[config.mk]
export PLATFORM = sky130hd
export DESIGN_NAME = mpsf_bank
export DESIGN_NICKNAME = d
export VERILOG_FILES = /design/src/mpsf_pkg.sv /design/src/mpsf_port.sv /design/src/mpsf_bank.sv
export VERILOG_INCLUDE_DIRS = /design/src
export SDC_FILE = /design/constraint.sdc
export NUM_CORES = 1
export LEC_CHECK = 0
export BUFFER_PORTS_ARGS = -buffer_cell sky130_fd_sc_hd__buf_2
export CORE_ASPECT_RATIO = 1.1
export CORE_MARGIN = 1.5
export CORE_UTILIZATION = 40
export DETAILED_ROUTE_END_ITERATION = 6
export PLACE_DENSITY_LB_ADDON = 0.12
export SLEW_MARGIN = 20
export SYNTH_ARGS = -nofsm -noshare
export SYNTH_HDL_FRONTEND = slang
export SYNTH_HIERARCHICAL = 1
export SYNTH_SLANG_ARGS = --single-unit
[constraint.sdc]
create_clock -name sys_clk -period 3.3 [get_ports sys_clk]
set_clock_uncertainty 0.2 [all_clocks]
set_input_delay 0.495 -clock sys_clk [delete_from_list [all_inputs] [get_ports sys_clk]]
set_output_delay 0.495 -clock sys_clk [all_outputs]
set_load 0.01 [all_outputs]
[src/mpsf_regs.svh]
/*
 Register offsets, field positions and reset values for the port and flash register bank.
 Assumes inclusion by its bare name from the design files.
*/
`ifndef MPSF_REGS_SVH
`define MPSF_REGS_SVH
`define MPSF_ADDR_PORT0_LATCH      8'h80
`define MPSF_ADDR_PORT1_LATCH      8'h90
`define MPSF_ADDR_PORT1_DIRECTION  8'h91
`define MPSF_ADDR_ERASE_COMMAND    8'h94
`define MPSF_ADDR_EEPROM_DATA      8'h9e
`define MPSF_ADDR_EEPROM_CONTROL   8'h9f
`define MPSF_ADDR_PORT2_LATCH      8'ha0
`define MPSF_ADDR_PORT2_DIRECTION  8'ha1
`define MPSF_ADDR_PORT0_DIRECTION  8'ha2
`define MPSF_ADDR_FLASH_CONTROL    8'hb2
`define MPSF_ADDR_PAGE_SELECT      8'hb7
`define MPSF_ADDR_IRQ_WD_FLAGS     8'he8
`define MPSF_ADDR_EXT_IRQ_INPUTS   8'hf8
`define MPSF_ERASE_PAGE_CODE       8'h55
`define MPSF_ERASE_MASS_CODE       8'haa
`define MPSF_FC_PWE_BIT            0
`define MPSF_FC_MEEN_BIT           1
`define MPSF_FC_SECURE_BIT         6
`define MPSF_FC_PREBOOT_BIT        7
`define MPSF_WDI_XFER_BIT          0
`define MPSF_WDI_WDRST_BIT         7
`define MPSF_RST_PORT0_LATCH       8'hff
`define MPSF_RST_PORT1_LATCH       8'hff
`define MPSF_RST_PORT2_LATCH       8'h00
`define MPSF_RST_DIRECTION         8'h00
`define MPSF_RST_BYTE              8'h00
`define MPSF_RST_PAGE_SELECT       7'h00
`define MPSF_PAGE_LAST             7'h7f
`define MPSF_EXT_IRQ_MASK          8'h7f
`endif

[src/mpsf_pkg.sv]
/*
 Types shared by the register bank and its port slice.
 Assumes mpsf_regs.svh is on the include path.
*/
package mpsf_pkg;
  typedef struct packed {
    logic       wr;
    logic       rd;
    logic [7:0] addr;
    logic [7:0] wdata;
  } mpsf_sfr_req_t;

  typedef struct packed {
    logic       page_start;
    logic       mass_start;
    logic [6:0] page;
  } mpsf_erase_cmd_t;

  typedef enum logic [1:0] {
    MPSF_FL_IDLE,
    MPSF_FL_PAGE,
    MPSF_FL_MASS
  } mpsf_flash_op_t;
endpackage : mpsf_pkg

[src/mpsf_port.sv]
/*
 One bidirectional port: latch, direction and pin readback.
 Assumes the core addresses it through the shared register request.
*/
`timescale 1ns/100ps
`include "mpsf_regs.svh"
module mpsf_port #(
  parameter logic [7:0] LATCH_ADDR  = 8'h00,
  parameter logic [7:0] DIR_ADDR    = 8'h00,
  parameter logic [7:0] LATCH_RESET = 8'h00
) (
  input  wire logic                   sys_clk,
  input  wire logic                   rst_n,
  input  wire mpsf_pkg::mpsf_sfr_req_t req,
  input  wire logic [7:0]             pin_in,
  output logic [7:0]                  pin_out,
  output logic [7:0]                  pin_oe,
  output logic [7:0]                  pin_level
);
  import mpsf_pkg::*;

  always_ff @(posedge sys_clk) begin
    if (!rst_n) begin
      pin_out <= LATCH_RESET;
    end else if (req.wr && req.addr == LATCH_ADDR) begin
      pin_out <= req.wdata;
    end
  end

  always_ff @(posedge sys_clk) begin
    if (!rst_n) begin
      pin_oe <= `MPSF_RST_DIRECTION;
    end else if (req.wr && req.addr == DIR_ADDR) begin
      pin_oe <= req.wdata;
    end
  end

  // Readback is the pad level, not the latch
  always_ff @(posedge sys_clk) begin
    if (!rst_n) begin
      pin_level <= 8'h00;
    end else begin
      pin_level <= pin_in;
    end
  end
endmodule : mpsf_port

[src/mpsf_bank.sv]
/*
 Special function register bank: digital ports, flash erase and write control,
 security, boot status, serial EEPROM pair, interrupt/watchdog flags and
 external interrupt input view.
 Assumes a single-cycle register request from the core, read data taken one
 cycle after rd, and pin inputs synchronous to sys_clk.
*/
// Behaviour
// - A latch bit of one drives its output pin high, zero drives it low.
// - Direction bit one makes the pin an output, zero an input.
// - Port reads return the real pin level, also for outputs.
// - Port 0 drives pins 4-7, port 1 pins 8-11,14-15, port 2 pins 16-17.
// - Writing 0x55 to erase command starts a page erase of selected page, once per page select write.
// - Writing 0xaa starts mass erase only with enable set and debug port on.
// - Any other erase command value does nothing.
// - Page select holds page 0 to 127, resets to zero.
// - Program write enable steers data-pointer stores into flash, else RAM.
// - Program write enable clears itself after each flash byte written.
// - Program write enable writes are ignored while interrupts are enabled.
// - Write-only mass erase enable gates mass erase, must be set each time.
// - Security bit clears on reset, can be set, ignores writes of zero.
// - Security set blocks external reads of flash and engine program RAM.
// - Boot status bit reads one while the preload sequence runs.
// - Writing the EEPROM control register starts transmission of the data byte.
// - Transfer flag set by the transfer-busy event, cleared by software.
// - Flag bit 7 reads clock-loss flag; write 0 clears, 1 restarts watchdog.
// - External interrupt input register shows inputs 0 to 6 unlatched.
`timescale 1ns/100ps
`include "mpsf_regs.svh"
module mpsf_bank (
  input  wire logic                    sys_clk,
  input  wire logic                    rst_n,
  input  wire mpsf_pkg::mpsf_sfr_req_t sfr_req,
  output logic [7:0]                   sfr_rdata,
  input  wire logic [13:0]             digital_pin_in,
  output logic [13:0]                  digital_pin_out,
  output logic [13:0]                  digital_pin_oe,
  input  wire logic                    irq_global_enable,
  input  wire logic                    debug_port_enable,
  input  wire logic                    flash_byte_written,
  input  wire logic                    preboot_active,
  input  wire logic                    transfer_busy_event,
  input  wire logic                    clock_loss_event,
  input  wire logic [6:0]              ext_interrupt_levels,
  input  wire logic [7:0]              eeprom_status,
  output mpsf_pkg::mpsf_erase_cmd_t    erase_cmd,
  output logic                         flash_program_write_enable,
  output logic                         security_lock,
  output logic [7:0]                   serial_eeprom_data,
  output logic [7:0]                   serial_eeprom_control,
  output logic                         eeprom_transmit_start,
  output logic                         watchdog_restart,
  output logic                         transfer_irq_flag,
  output logic                         clock_loss_irq_flag
);
  import mpsf_pkg::*;

  ////////////////////////////////////////////////////////////////////////////
  // Ports

  logic [7:0] p0_out, p0_oe, p0_lvl;
  logic [7:0] p1_out, p1_oe, p1_lvl;
  logic [7:0] p2_out, p2_oe, p2_lvl;
  logic [7:0] p0_in, p1_in, p2_in;

  // Pin vector index k is pin k+4: 4-7 -> 0-3, 8-11 -> 4-7, 14-15 -> 10-11
  assign p0_in = {4'h0, digital_pin_in[3:0]};
  assign p1_in = {digital_pin_in[11:10], 2'h0, digital_pin_in[7:4]};
  assign p2_in = {6'h00, digital_pin_in[13:12]};

  mpsf_port #(
    .LATCH_ADDR  (`MPSF_ADDR_PORT0_LATCH),
    .DIR_ADDR    (`MPSF_ADDR_PORT0_DIRECTION),
    .LATCH_RESET (`MPSF_RST_PORT0_LATCH)
  ) u_port0 (
    .sys_clk   (sys_clk),
    .rst_n     (rst_n),
    .req       (sfr_req),
    .pin_in    (p0_in),
    .pin_out   (p0_out),
    .pin_oe    (p0_oe),
    .pin_level (p0_lvl)
  );

  mpsf_port #(
    .LATCH_ADDR  (`MPSF_ADDR_PORT1_LATCH),
    .DIR_ADDR    (`MPSF_ADDR_PORT1_DIRECTION),
    .LATCH_RESET (`MPSF_RST_PORT1_LATCH)
  ) u_port1 (
    .sys_clk   (sys_clk),
    .rst_n     (rst_n),
    .req       (sfr_req),
    .pin_in    (p1_in),
    .pin_out   (p1_out),
    .pin_oe    (p1_oe),
    .pin_level (p1_lvl)
  );

  mpsf_port #(
    .LATCH_ADDR  (`MPSF_ADDR_PORT2_LATCH),
    .DIR_ADDR    (`MPSF_ADDR_PORT2_DIRECTION),
    .LATCH_RESET (`MPSF_RST_PORT2_LATCH)
  ) u_port2 (
    .sys_clk   (sys_clk),
    .rst_n     (rst_n),
    .req       (sfr_req),
    .pin_in    (p2_in),
    .pin_out   (p2_out),
    .pin_oe    (p2_oe),
    .pin_level (p2_lvl)
  );

  // Latch and direction regs live in the port slices; outputs are their flops
  // Same index map as the pin inputs; slots 8-9 have no pin and stay low
  assign digital_pin_out = {p2_out[1:0], p1_out[7:6], 2'h0, p1_out[3:0], p0_out[3:0]};
  assign digital_pin_oe  = {p2_oe[1:0], p1_oe[7:6], 2'h0, p1_oe[3:0], p0_oe[3:0]};

  ////////////////////////////////////////////////////////////////////////////
  // Decode

  logic wr_erase, wr_page, wr_fctl, wr_eed, wr_eec, wr_wdi;

  // One strobe per writable register outside the port slices; unmapped writes raise none
  always_comb begin
    wr_erase = 1'b0;
    wr_page  = 1'b0;
    wr_fctl  = 1'b0;
    wr_eed   = 1'b0;
    wr_eec   = 1'b0;
    wr_wdi   = 1'b0;
    if (sfr_req.wr) begin
      case (sfr_req.addr)
        `MPSF_ADDR_ERASE_COMMAND:  wr_erase = 1'b1;
        `MPSF_ADDR_PAGE_SELECT:    wr_page  = 1'b1;
        `MPSF_ADDR_FLASH_CONTROL:  wr_fctl  = 1'b1;
        `MPSF_ADDR_EEPROM_DATA:    wr_eed   = 1'b1;
        `MPSF_ADDR_EEPROM_CONTROL: wr_eec   = 1'b1;
        `MPSF_ADDR_IRQ_WD_FLAGS:   wr_wdi   = 1'b1;
        default:                   ;
      endcase
    end
  end

  ////////////////////////////////////////////////////////////////////////////
  // Flash erase

  logic [6:0] page_select_reg;
  logic       page_armed_reg;
  logic       mass_erase_enable_reg;
  logic       page_go, mass_go;

  always_ff @(posedge sys_clk) begin
    if (!rst_n) begin
      page_select_reg <= `MPSF_RST_PAGE_SELECT;
    end else if (wr_page) begin
      page_select_reg <= sfr_req.wdata[6:0];
    end
  end

  mpsf_flash_op_t erase_op;

  // Pattern decode; unknown patterns and unmet conditions stay idle
  always_comb begin
    erase_op = MPSF_FL_IDLE;
    if (wr_erase) begin
      case (sfr_req.wdata)
        `MPSF_ERASE_PAGE_CODE: begin
          if (page_armed_reg) begin
            erase_op = MPSF_FL_PAGE;
          end
        end
        `MPSF_ERASE_MASS_CODE: begin
          if (mass_erase_enable_reg && debug_port_enable) begin
            erase_op = MPSF_FL_MASS;
          end
        end
        default: begin
          erase_op = MPSF_FL_IDLE;
        end
      endcase
    end
  end

  assign page_go = erase_op == MPSF_FL_PAGE;
  assign mass_go = erase_op == MPSF_FL_MASS;

  // Arming is consumed by each page erase; a new page write re-arms
  always_ff @(posedge sys_clk) begin
    if (!rst_n) begin
      page_armed_reg <= 1'b0;
    end else if (wr_page) begin
      page_armed_reg <= 1'b1;
    end else if (page_go) begin
      page_armed_reg <= 1'b0;
    end
  end

  always_ff @(posedge sys_clk) begin
    if (!rst_n) begin
      mass_erase_enable_reg <= 1'b0;
    end else if (wr_fctl) begin
      mass_erase_enable_reg <= sfr_req.wdata[`MPSF_FC_MEEN_BIT];
    end else if (wr_erase && sfr_req.wdata == `MPSF_ERASE_MASS_CODE) begin
      mass_erase_enable_reg <= 1'b0;
    end
  end

  // Other patterns leave both start pulses low
  always_ff @(posedge sys_clk) begin
    if (!rst_n) begin
      erase_cmd <= '0;
    end else begin
      erase_cmd.page_start <= page_go;
      erase_cmd.mass_start <= mass_go;
      erase_cmd.page       <= page_select_reg;
    end
  end

  ////////////////////////////////////////////////////////////////////////////
  // Flash control

  // Interrupt gate first; a blocked write still lets a flash byte clear the bit
  // Security lock is one-way; only chip reset opens it again
  always_ff @(posedge sys_clk) begin
    if (!rst_n) begin
      flash_program_write_enable <= 1'b0;
    end else if (wr_fctl && !irq_global_enable) begin
      flash_program_write_enable <= sfr_req.wdata[`MPSF_FC_PWE_BIT];
    end else if (flash_byte_written) begin
      flash_program_write_enable <= 1'b0;
    end
  end

  always_ff @(posedge sys_clk) begin
    if (!rst_n) begin
      security_lock <= 1'b0;
    end else if (wr_fctl && sfr_req.wdata[`MPSF_FC_SECURE_BIT]) begin
      security_lock <= 1'b1;
    end
  end

  ////////////////////////////////////////////////////////////////////////////
  // Serial EEPROM pair

  // Start pulse follows every control write, whatever code it holds
  always_ff @(posedge sys_clk) begin
    if (!rst_n) begin
      serial_eeprom_data <= `MPSF_RST_BYTE;
    end else if (wr_eed) begin
      serial_eeprom_data <= sfr_req.wdata;
    end
  end

  always_ff @(posedge sys_clk) begin
    if (!rst_n) begin
      serial_eeprom_control <= `MPSF_RST_BYTE;
      eeprom_transmit_start <= 1'b0;
    end else begin
      eeprom_transmit_start <= wr_eec;
      if (wr_eec) begin
        serial_eeprom_control <= sfr_req.wdata;
      end
    end
  end

  ////////////////////////////////////////////////////////////////////////////
  // Interrupt and watchdog flags; a set beats a same-cycle clear
  // Watchdog restart is one pulse per flag write with bit 7 set

  always_ff @(posedge sys_clk) begin
    if (!rst_n) begin
      transfer_irq_flag <= 1'b0;
    end else if (transfer_busy_event) begin
      transfer_irq_flag <= 1'b1;
    end else if (wr_wdi && !sfr_req.wdata[`MPSF_WDI_XFER_BIT]) begin
      transfer_irq_flag <= 1'b0;
    end
  end

  always_ff @(posedge sys_clk) begin
    if (!rst_n) begin
      clock_loss_irq_flag <= 1'b0;
    end else if (clock_loss_event) begin
      clock_loss_irq_flag <= 1'b1;
    end else if (wr_wdi && !sfr_req.wdata[`MPSF_WDI_WDRST_BIT]) begin
      clock_loss_irq_flag <= 1'b0;
    end
  end

  always_ff @(posedge sys_clk) begin
    if (!rst_n) begin
      watchdog_restart <= 1'b0;
    end else begin
      watchdog_restart <= wr_wdi && sfr_req.wdata[`MPSF_WDI_WDRST_BIT];
    end
  end

  ////////////////////////////////////////////////////////////////////////////
  // Read path

  // Read data holds between reads; ports read their pads, not latches
  logic [7:0] rd_next;
  logic [7:0] fctl_view;

  always_comb begin
    fctl_view = 8'h00;
    fctl_view[`MPSF_FC_PWE_BIT]     = flash_program_write_enable;
    fctl_view[`MPSF_FC_SECURE_BIT]  = security_lock;
    fctl_view[`MPSF_FC_PREBOOT_BIT] = preboot_active;
  end

  always_comb begin
    case (sfr_req.addr)
      `MPSF_ADDR_PORT0_LATCH:     rd_next = p0_lvl;
      `MPSF_ADDR_PORT1_LATCH:     rd_next = p1_lvl;
      `MPSF_ADDR_PORT2_LATCH:     rd_next = p2_lvl;
      `MPSF_ADDR_PORT0_DIRECTION: rd_next = p0_oe;
      `MPSF_ADDR_PORT1_DIRECTION: rd_next = p1_oe;
      `MPSF_ADDR_PORT2_DIRECTION: rd_next = p2_oe;
      `MPSF_ADDR_PAGE_SELECT:     rd_next = {1'b0, page_select_reg};
      `MPSF_ADDR_FLASH_CONTROL:   rd_next = fctl_view;
      `MPSF_ADDR_EEPROM_DATA:     rd_next = serial_eeprom_data;
      `MPSF_ADDR_EEPROM_CONTROL:  rd_next = eeprom_status;
      `MPSF_ADDR_IRQ_WD_FLAGS:    rd_next = {clock_loss_irq_flag, 6'h00, transfer_irq_flag};
      `MPSF_ADDR_EXT_IRQ_INPUTS:  rd_next = {1'b0, ext_interrupt_levels};
      default:                    rd_next = 8'h00;
    endcase
  end

  always_ff @(posedge sys_clk) begin
    if (!rst_n) begin
      sfr_rdata <= 8'h00;
    end else if (sfr_req.rd) begin
      sfr_rdata <= rd_next;
    end
  end
endmodule : mpsf_bank

======== Yosys cells after proc, flatten, opt, wreduce, memory -nomap -nowiden ========
Index checks and enable logic that the tools add are counted.
cells by class
  mux-type cells .......................... 27
  eq/ne operators ......................... 17
  reductions and logical operators ........ 21
operators by type and width
  kind                                                 number
  equality test 8 bit, second input constant           14
  case mux 8 bit (12 select lines)                     1
  2-to-1 mux 1 bit                                     23
  logical AND 1 bit                                    13
  nonzero test 2 bit                                   5
  equality test 8 x 7 -> 1 bit, second input constant  1
  2-to-1 mux 2 bit                                     2
  case mux 2 bit (2 select lines)                      1
  zero test 1 bit                                      3
  equality test 2 x 1 -> 1 bit, second input constant  1
  equality test 2 bit, second input constant           1
storage, ports and cells
  output and inout port bits .............. 67
  input port bits ......................... 55
  register bits ........................... 110

======== Depth between registers and ports, before layout ========
Gate-level depths: netlist (run 1).
  depth in word-level cells ............... 7
  mapped depth ............................ 8
  depth with buffers taken out ............ 5

======== Cells and area by module ========
Netlist (run 1), hierarchy kept.
by module, submodules not included
  module                area an instance (µm²)  cells an instance  instances
  mpsf_bank             2,660.1                 295                1
  mpsf_port at u_port0  929.6                   89                 1
  mpsf_port at u_port1  927.1                   89                 1
  mpsf_port at u_port2  854.6                   81                 1

======== Least setup slack after synthesis (run 1) ========
No wires, ideal clock.
  kind .................................... input to register
  start point ............................. in sfr_req[8] in the netlist's numbering
  end point ............................... reg sfr_rdata[7]
  setup slack ............................. 1.179 ns
  data arrival time ....................... 1.789 ns
  cell stages on the path ................. 6
  path buffers ............................ 2
  cell sequence ........................... buf_4 buf_2 mux2_2 a32o_1 a2111oi_0 nor3_1
between the ends
  longest elaborated chain between the ends .. 2
  elaborated cells on any way between the ends .. 13
RTL lines
  item                                line              text
  from (decl)                         mpsf_bank.sv:33   input wire mpsf_pkg::mpsf_sfr_req_t sfr_req,
  equality test 8 bit                 mpsf_bank.sv:313  case (sfr_req.addr)
  case mux 8 bit (12 select lines) *  mpsf_bank.sv:313
  to (signal assigned)                mpsf_bank.sv:334  sfr_rdata <= rd_next;
  to (decl)                           mpsf_bank.sv:34   output logic [7:0] sfr_rdata,
Every way passes the cells marked *; elsewhere a longest branch is shown, timed or not.
A chain may end at the register's enable or synchronous reset.

======== Worst setup path in the final report (run 1) ========
  start point ............................. in sfr_req[8] in the netlist's numbering
  end point ............................... reg page_select_reg[6]
between the ends
  longest elaborated chain between the ends .. 3
RTL lines
  item                  line              text
  equality test 8 bit   mpsf_bank.sv:132  case (sfr_req.addr)
  2-to-1 mux 1 bit      mpsf_bank.sv:132
  2-to-1 mux 1 bit      mpsf_bank.sv:131  if (sfr_req.wr) begin
  to (signal assigned)  mpsf_bank.sv:154  page_select_reg <= `MPSF_RST_PAGE_SELECT;
  to (signal assigned)  mpsf_bank.sv:156  page_select_reg <= sfr_req.wdata[6:0];
  to (decl)             mpsf_bank.sv:147  logic [6:0] page_select_reg;
Every way passes these cells.

==> results of run 1 <==
## placed cells by master, fill, tap and decap left out, types with 2 or more instances in the layout
master / n
clkbuf_8: 2
and2_1: 32
o21ai_0: 4
nor2_2: 3
clkinvlp_4: 2
a211oi_1: 9
a31oi_1: 2
nor2_1: 46
dfxtp_1: 108
mux2_2: 12
nor4b_1: 3
nand4_1: 7
nand3b_1: 4
nor3_4: 4
a32o_1: 8
o221ai_1: 4
nor2b_1: 22
or4b_4: 2
nor4_1: 2
buf_4: 6
a22oi_1: 12
a21oi_1: 10
inv_1: 7
nand2_1: 58
clkbuf_16: 9
nand4bb_1: 4
conb_1: 16
nor4_4: 2
nor3_1: 2
mux2i_1: 68
clkinv_1: 2
nand4b_1: 2
and4_1: 2
or3_1: 2
nand3_1: 9
o22ai_1: 3
and3_1: 3
nor3b_1: 2
buf_2: 115
## per-layer routing
metal  wire (um)  vias to the layer above
met2        6487                      136
met4         235                        0
met3         806                       16
met1        6328                     1933
met5           0                        -
li1            -                     2013
## layout make-up
cell class | count | area, um^2
Clock buffer | 12 | 256.5
Clock inverter | 4 | 32.53
Fill cell | 1153 | 6088
Inverter | 9 | 33.78
Multi-Input combinational cell | 375 | 2595
Sequential cell | 108 | 2162
Tap cell | 154 | 192.7
Timing Repair Buffer | 121 | 620.6
## metrics by stage
stage,instance area (um^2),total power [uW],setup slack (ns),std cells,util
after floorplan,4970,1480,1.179,527,-
after global routing,5893,2665,0.7400,783,0.4919
after CTS,5893,2595,0.9126,783,0.4919
final,5893,2580,0.8932,783,0.4919
after global placement,5604,1570,0.6276,767,0.4677
after detailed placement,5604,1573,0.5509,767,0.4677
## power by group through the flow
| stage | combinational [uW] | sequential, uW | clock, uW |
|---|---|---|---|
| after floorplan | 122 | 1360 | 0 |
| after global placement | 211 | 1360 | 0 |
| after detailed placement | 214 | 1360 | 0 |
| after CTS | 215 | 1330 | 1050 |
| after global routing | 235 | 1330 | 1100 |
| final | 215 | 1330 | 1040 |
## critical path, cell delays in order
cell and delay (ns):
buf_2 0.54, nand4_1 0.25, nor2_2 0.30, and3_1 0.50, mux2i_1 0.26, nor2_1 0.05
## final timing paths
check | endpoint | startpoint | cells past startpoint
worst max-delay path | page_select_reg[6]$_SDFFE_PN0P_ | sfr_req[8] | 6
worst min-delay path | u_port0/pin_level[0]$_SDFF_PN0_ | digital_pin_in[0] | 2
worst max register to register | sfr_rdata[6]$_SDFFE_PN0P_ | serial_eeprom_data[6]$_SDFFE_PN0P_ | 5
worst min register to register | erase_cmd[7]$_SDFF_PN0_ | mass_erase_enable_reg$_SDFFE_PN0P_ | 2
==> impl_summary.md, run 1 <==
Clock tree
The number of H-tree branching levels is 3. In this run, post-CTS repair resized a total of 0 instances. The tree is rooted in a clkbuf_16. The CTS buffer count is 9. The clock insertion delay at the later pin of the skew report is around 0.35 ns. The clock passes through at most 2 buffers. The number of setup buffers added after CTS is 0. The hold buffer count at CTS is 0. The CTS tree is done.

The clock sink count is roughly 110. Clock-pin slew was measured on the worst setup and hold paths at approximately 0.070 ns.

Global route
The initial antenna violation count is 0. The via count of the first global-routing pass is roughly 3.8k. The met1 capacity usage during global routing is 0.2977. The met2 track demand over resource in global routing is 0.3439. For this run, global-route usage on met3 was measured as 0.03667.

The overall global routing resource usage is 0.2178. The global-route wire length before repair is roughly 21 mm. Entering global routing, the biggest net connects 50 pins. The aggregate global routing overflow is 0.

In this run the most used layer during global routing was met2.

Timing
After routing, the total negative slack on setup checks comes to 0 ns. On the final layout, the worst hold slack is about 0.14 ns. Setup repair after global routing left no endpoint under its margin.

The number of failing hold endpoints at the final stage came to 0. The final setup violation count is 0. The worst slew margin relative to its limit is 0.3495. The fmax is 415.5 MHz. At the pin with the least slew margin, the transition time is about 1 ns. The worst path needs between 2 and 2.5 ns of the cycle, external delays included. Dividing the final minimum period by the clock period gives 0.7293. The number of pins exceeding their max-slew limit in the final report is 0.

Routing
The first-iteration detailed-routing DRC count is ~250. The final routed wire length divided by cell count is 17.70 um. After detailed routing, the number of remaining DRC violations is 0. The total via count in the routed design is 4098. The routed design has 13.86 mm of wire. After detailed routing, the number of vias per cell comes to around 5.2. The residual antenna-violating net count after detailed routing is 0.

The number of optimization iterations in the first detailed-route pass is 5.

Power
The internal power is between 1500 and 2000 uW. Of the total power, the share spent switching nets is 0.2416. The analysis attributes to cell leakage a power of approximately 0.0025 uW. In this run the power spent charging and discharging nets is 623.3 uW. The part of the total power dissipated in the clock network is 0.402. The cell area power density is 437.7 mW/mm^2. Of the total power, combinational logic draws 0.083. The worst-case IR drop observed on VDD is 0.2631 mV. Of the total power, registers draw 0.515.

Layout
The register with the most flip-flops in the layout has 9 of them. The area growth from synthesis to layout is 19.94%. The number of antenna diodes in the final layout is 0.

The register with the most flip-flops is erase_cmd. The share of post-route cells with drive strength above 1 is 0.2607. The net count of the finished layout is between 600 and 700.

Worst setup path
The worst setup path is launched from a primary input. The worst setup path is of the primary input to flip-flop kind. Setup slack on the worst reg-to-reg path comes out at about 1.7 ns. The maximum fanout encountered on the critical timing path is 26. For the worst setup path, the data arrival time is between 2 and 2.5 ns. The data required time at the worst endpoint is roughly 3.3 ns.

The kind of capture point of the worst setup path is a flip-flop.

Die
The die width is 108.7 um. The vertical extent of the die is between 100 and 150 um. The total die area is around 0.013 mm^2. The starting density of the core is 0.4101. In this run the core area contains between 40 and 50 standard-cell rows. The region available for standard cell placement spans between 0.01 and 0.015 mm^2. roughly 120 I/O pins were placed.

Synthesis
After technology mapping, the gate count stands at 512. The average cell area after synthesis is approximately 9.6 um^2. The synthesized netlist occupies a cell area of a little under 0.005 mm^2. For this run, the number of Yosys warnings is 6.

Placed design
At the end of routability-driven placement, the weighted congestion stood at between 0.9 and 1. The detailed placement HPWL is 9.989 mm. The quantity of I/O buffers inserted on ports is 115.

Status
The run finished with clean final reports.

Run
Max-cap violations in this run came to 0.

Worst hold path
The path class of the tightest hold or removal check is primary input to flip-flop.
Note: power is estimated with default switching activity, not from simulation.
==> run 2, diff against run 1 <==
==> constraint.sdc (replaced) <==
create_clock -name sys_clk -period 2.18 [get_ports sys_clk]
set_clock_uncertainty 0.2 [all_clocks]
set_input_delay 0.327 -clock sys_clk [delete_from_list [all_inputs] [get_ports sys_clk]]
set_output_delay 0.327 -clock sys_clk [all_outputs]
set_load 0.01 [all_outputs]
==> impl_summary.md, run 2 (synthesis gave the netlist of run 1 again) <==
Worst hold path
The endpoint of the worst hold-timing path is clock_loss_irq_flag$_SDFFE_PN0P_. The startpoint identified for the worst hold timing path is clock_loss_event. The class of the tightest hold or removal check is primary input to flip-flop. The worst hold path was traced through 3 stages.

Timing
The number of failing hold endpoints at the final stage is 0. The final setup violation count is 0. The worst path meets setup with ~0.34 ns of slack.

Setup repair after global routing left no endpoint under its margin. Subtracting the final worst setup slack from the clock period gives about 1.8 ns. The number of pins exceeding their max-slew limit in the final report is 0. The sum of negative setup slack is 0 ns. Derived from the worst setup path, the maximum achievable clock frequency is between 500 and 600 MHz. The post-route clock period utilization is 0.8430.

Clock tree
The tree is rooted in a clkbuf_16. The total setup buffers inserted after CTS is 0. The tree built by TritonCTS fans out to 108 sinks.

The longest clock path from root to sink contains 2 buffers. The H-tree was split into 3 levels. The later pin in the worst-skew pair is clocked with a latency of 0.35 ns. The number of clock buffers added by TritonCTS is 9. The clock slew at the register clock pins of the worst setup and hold paths is roughly 0.07 ns.

The CTS tree is done.

Layout
The register with the most flip-flops is erase_cmd. The area growth from synthesis to layout is 28.57%. The share of post-route cells with drive strength above 1 is 0.2902.

The number of flip-flops in the largest register is 9. The final standard cell area without fillers is around 0.0063 mm^2. The number of antenna diodes in the final layout is 0. Counting the fill cells in the layout gives about 1.1k. At the end of the flow, the number of nets in the layout was 723. The library cells used most frequently in the layout, excluding fill and tap cells, are 115 x buf_2, 108 x dfxtp_1, 68 x mux2i_1. At the end of the flow the core is filled with cells to 0.5273. The most common cell after layout, fill and taps aside is buf_2. The finished layout holds 826 standard cells, fillers aside.

Global route
The via count of the first global-routing pass is 4073. The initial antenna violation count is 0. The global-route wire length before repair is 21.74 mm. In the global route stage, overall resource usage came out at 0.2246. After global routing the overflow that remains totals 0. Entering global routing, the biggest net connects 53 pins.

Worst setup path
The maximum fanout encountered on the critical timing path is 13. The worst setup path is launched from a primary input. The slowest stage of the critical path belongs to the cell a2111oi_0. STA puts the critical path data required time at 2.20 ns. The worst register-to-register path ends at sfr_rdata[7]$_SDFFE_PN0P_.

The critical path's largest stage delay is between 0.4 and 0.5 ns. The critical register-to-register path startpoint is serial_eeprom_data[7]$_SDFFE_PN0P_. The worst endpoint data arrival time is between 1.5 and 2 ns. The critical setup path kind is primary input to flip-flop. STA classifies the critical path endpoint as a flip-flop. For the worst flop-to-flop path, the logic depth is 4. Traced cell by cell, the critical path runs through buf_2 -> buf_4 -> nor2b_1 -> a22oi_1 -> o221ai_1 -> a2111oi_0 -> nor3_1. For flop-to-flop paths, the worst setup slack is 0.55 ns.

Placed design
Port buffering added 115 buffers. At the end of routability-driven placement, the weighted congestion stood at 0.8707. Summed over all nets, the half-perimeter wirelength after detailed placement is roughly 11 mm. Prior to clock tree synthesis, the placed netlist has a worst setup slack of -0.02603 ns. In this run the cell area measured after placement is 0.005894 mm^2. Including well taps, the total number of placed cells is between 700 and 800.

Die
The die width is approximately 110 um. The total die area is around 0.013 mm^2. In this run the standard cell core region covers approximately 0.012 mm^2. The die is 119.2 um tall. The floorplan has 42 rows.

122 I/O pins were placed. The initial utilization of the core area, before any placement, comes to 0.4101.

Routing
The pre-antenna-repair detailed-routing pass consisted of 4 iterations. The average via count per standard cell is ~5.2. The residual antenna-violating net count after detailed routing is 0. The final routed wire length divided by cell count is about 17 um. The total via count in the routed design is about 4.3k. The DRC violation count after routing is 0. The first-iteration detailed-routing DRC count is around 240. The routed design has around 14 mm of wire.

Power
For this design the static power due to leakage is around 0.0027 uW. Across the VDD grid, the largest voltage drop is approximately 0.29 mV. The cell area power density is around 640 mW/mm^2.

Status
The flow ran to the end, and the final reports show no timing, DRC or antenna violations.

Run
Across the run, the number of max-cap violations was 0.
run 2: metal layers:
layer / vias up / track usage / wire length [um]
li1: 2096 / - / -
met1: 2013 / 0.2943 / 6368
met2: 162 / 0.3538 / 6732
met3: 23 / 0.05692 / 957
met4: 0 / 0.08224 / 306
met5: - / 0 / 0
run 2: layout make-up:
type | instances | area (um^2) | area share
timing repair buffer | 165 | 1031 | 0.1632
sequential | 108 | 2162 | 0.3422
multi-input combinational | 375 | 2595 | 0.4108
tap | 154 | 192.7 | 0.03050
clock inverter | 3 | 46.29 | 0.007328
clock buffer | 12 | 256.5 | 0.04060
inverter | 9 | 33.78 | 0.005348
run 2: what timing repair did:
action / CTS / global route
resized for setup: 0 / 0
hold endpoints to repair: 12 / 0
hold buffers: 12 / 0
run 2: worst max-delay path, delay by kind of cell:
kind / cells / cell delay, ns
buffers and inverters: 2 / 0.54
and+or+nand+nor: 2 / 0.16
AOI/OAI and AO/OA: 3 / 0.82
run 2: metrics by stage:
| step | total power [uW] | hold slack (ns) |
|---|---|---|
| 6_report | 4040 | 0.01420 |
| 5_1_grt | 4193 | 0.01647 |
| 4_1_cts | 4083 | 0.007104 |
| 3_5_place_dp | 2413 | 0.2489 |
| 3_3_place_gp | 2407 | 0.2349 |
| 2_1_floorplan | 2240 | 0.2221 |
run 2: worst max-delay path by stage:
| stage | from | to | cells after the start |
|---|---|---|---|
| 2_1_floorplan | sfr_req[8] | sfr_rdata[7]$_SDFFE_PN0P_ | 6 |
| 3_3_place_gp | sfr_req[8] | sfr_rdata[7]$_SDFFE_PN0P_ | 7 |
| 3_5_place_dp | sfr_req[8] | sfr_rdata[7]$_SDFFE_PN0P_ | 7 |
| 4_1_cts | sfr_req[8] | sfr_rdata[7]$_SDFFE_PN0P_ | 7 |
| 5_1_grt | sfr_req[8] | sfr_rdata[6]$_SDFFE_PN0P_ | 8 |
| 6_report | sfr_req[8] | sfr_rdata[7]$_SDFFE_PN0P_ | 7 |
run 2: power breakdown:
part | internal [uW] | switching (uW) | total, uW | leakage (uW)
registers | 2000 | 10.4 | 2010 | 0.000878
logic | 156 | 219 | 375 | 0.00168
clock network | 950 | 704 | 1650 | 0.000145
total | 3110 | 933 | 4040 | 0.00271
==> run 3, diff against run 2 <==
==> constraint.sdc (replaced) <==
create_clock -name sys_clk -period 1.8 [get_ports sys_clk]
set_clock_uncertainty 0.2 [all_clocks]
set_input_delay 0.27 -clock sys_clk [delete_from_list [all_inputs] [get_ports sys_clk]]
set_output_delay 0.27 -clock sys_clk [all_outputs]
set_load 0.01 [all_outputs]
==> impl_summary.md, run 3 (synthesis gave the netlist of run 1 again) <==
Die
The die covers 0.01296 mm^2. Row generation in the floorplan step produced 42 rows. Measured along the x axis, the die boundary spans approximately 110 um. 122 I/O pins were placed. The starting density of the core is 0.4101. In this run the vertical extent of the chip is 119.2 um. The floorplan step defined a core boundary enclosing about 0.012 mm^2.

Global route
Entering global routing, the biggest net connects between 50 and 60 pins. The first global-routing pass estimated between 20 and 25 mm of wire. The overall global routing resource usage is 0.2363. The initial antenna violation count is 0. The aggregate global routing overflow is 0. The via count of the first global-routing pass is 4314.

Clock tree
Counting every sink on the clock net gives between 100 and 150. The clock passes through at most 2 buffers. The clock slew at the register clock pins of the worst setup and hold paths is approximately 0.070 ns. TritonCTS built the clock tree. Clock tree synthesis selected as its root buffer the cell clkbuf_16.

After clock tree synthesis, the setup repair step added 0 buffers. The post-cts sizing count is 0. The hold buffer count at CTS is 17.

The clock insertion delay at the later pin of the skew report is between 0.3 and 0.4 ns. In this run the number of H-tree levels came out at 3. The CTS buffer count is 9.

Routing
The sum of routed wire length over all layers is about 15 mm. The average via count per standard cell is 5.076. The residual antenna-violating net count after detailed routing is 0. The total via count in the routed design is ~4.4k. In the routed design, unresolved DRC markers number 0.

The first-iteration detailed-routing DRC count is 238. The number of optimization iterations in the first detailed-route pass is 4. The final routed wire length divided by cell count is between 15 and 20 um.

Worst setup path
The critical setup path kind is primary input to flip-flop. Along the worst path, the maximum fanout reaches 4. The cell with the most instances on the worst path is a211oi_1. The setup slack on the worst flop-to-flop path is 0.21 ns. The master of the slowest instance on the critical path is or4_1. The worst setup path is captured at a flip-flop. The nature of the critical path startpoint is a primary input. For the worst setup path, the data arrival time is about 1.8 ns.

The critical path's largest stage delay is roughly 0.56 ns. Traced cell by cell, the critical path runs through buf_2 -> nand3b_1 -> or4_1 -> buf_4 -> o22ai_1 -> a211oi_1 -> a211oi_1. Data on the critical path is required at its endpoint by between 1.5 and 2 ns.

Power
For this design the ratio of total power to cell area is roughly 720 mW/mm^2. Power comes to approximately 4800 uW. Summed over all cells, the static leakage comes to about 0.0029 uW. IR analysis of the VDD net gives a maximum drop of 0.3821 mV.

Status
The flow ran to the end, and the final reports show no timing, DRC or antenna violations.

Placed design
The cell area reported after detailed placement is about 0.0062 mm^2. Detailed placement finished with a half-perimeter wire length of approximately 11 mm. The quantity of I/O buffers inserted on ports is between 100 and 150. The weighted congestion at the end of routability-driven global placement is between 0.9 and 1.

Run
Across the run, the number of max-cap violations was 0.

Layout
The net count of the finished layout is between 700 and 800. The register with the most flip-flops in the final layout is erase_cmd. 0 antenna diodes ended up in the layout. The register with the most flip-flops in the layout has 9 of them.

The share of post-route cells with drive strength above 1 is 0.3254. Leaving out fill and tap cells, the most frequent cell in the layout is buf_2. Compared with the post-synthesis result, the final layout area differs by 34.94%. The library cells used most frequently in the layout, excluding fill and tap cells, are 115 x buf_2, 108 x dfxtp_1, 68 x mux2i_1.

The final standard cell area without fillers is roughly 0.0066 mm^2.

Timing
Based on the critical path, the design can be clocked at up to 577.9 MHz. After layout, the minimum clock period comes to around 1.7 ns. The post-route clock period utilization is 0.9613.

Setup repair after global routing left no endpoint under its margin. The number of failing hold endpoints at the final stage is 0. Setup violations remaining at the end of the flow were counted as 0.

The number of pins exceeding their max-slew limit in the final report is 0.

Worst hold path
The class of the tightest hold or removal check is primary input to flip-flop.
## run 3: cell type report
class	count	area, um^2
Sequential cell	108	2162
Clock inverter	6	40.04
Fill cell	1099	5351
Tap cell	154	192.7
Timing Repair Buffer	202	1359
Multi-Input combinational cell	375	2604
Inverter	9	33.78
Clock buffer	10	239.0
## run 3: worst max-delay path, delay by kind of cell
| kind | cells | cell delay [ns] |
|---|---|---|
| AOI/OAI and AO/OA | 3 | 0.48 |
| and+or+nand+nor | 2 | 0.73 |
| buffers and inverters | 2 | 0.31 |
## run 3: metal layers
layer  track usage  routed length (um)  up-vias
met2        0.3742                6990      115
met5             0                   0        -
met3       0.04160                 644       20
met4       0.08224                 272        0
li1              -                   -     2170
met1        0.3213                7028     2081
## run 3: report_power, final
group / switching [uW] / internal [uW]
registers: 12.5 / 2420
clock network: 875 / 974
logic: 282 / 232
total: 1170 / 3630
## run 3: final timing paths
| path | from | to | cells after the start |
|---|---|---|---|
| setup reg to reg | serial_eeprom_data[6]$_SDFFE_PN0P_ | sfr_rdata[6]$_SDFFE_PN0P_ | 5 |
| hold / removal | sfr_req[7] | watchdog_restart$_SDFF_PN0_ | 2 |
| hold reg to reg | mass_erase_enable_reg$_SDFFE_PN0P_ | erase_cmd[7]$_SDFF_PN0_ | 2 |
| setup / recovery | sfr_req[14] | sfr_rdata[4]$_SDFFE_PN0P_ | 7 |
## run 3: metrics by stage
| step | TNS (ns) | worst slack, ns | hold slack (ns) | std cells | utilization |
|---|---|---|---|---|---|
| after CTS | 0 | 0.1029 | 0.06081 | 864 | 0.5534 |
| after floorplan | 0 | 0.01255 | 0.1973 | 527 | - |
| final | 0 | 0.06969 | 0.06633 | 864 | 0.5534 |
| after global routing | 0 | 0.01787 | 0.05432 | 864 | 0.5534 |
| after global placement | -7.299 | -0.2656 | 0.2327 | 831 | 0.5159 |
| after detailed placement | -8.562 | -0.2620 | 0.2444 | 831 | 0.5159 |
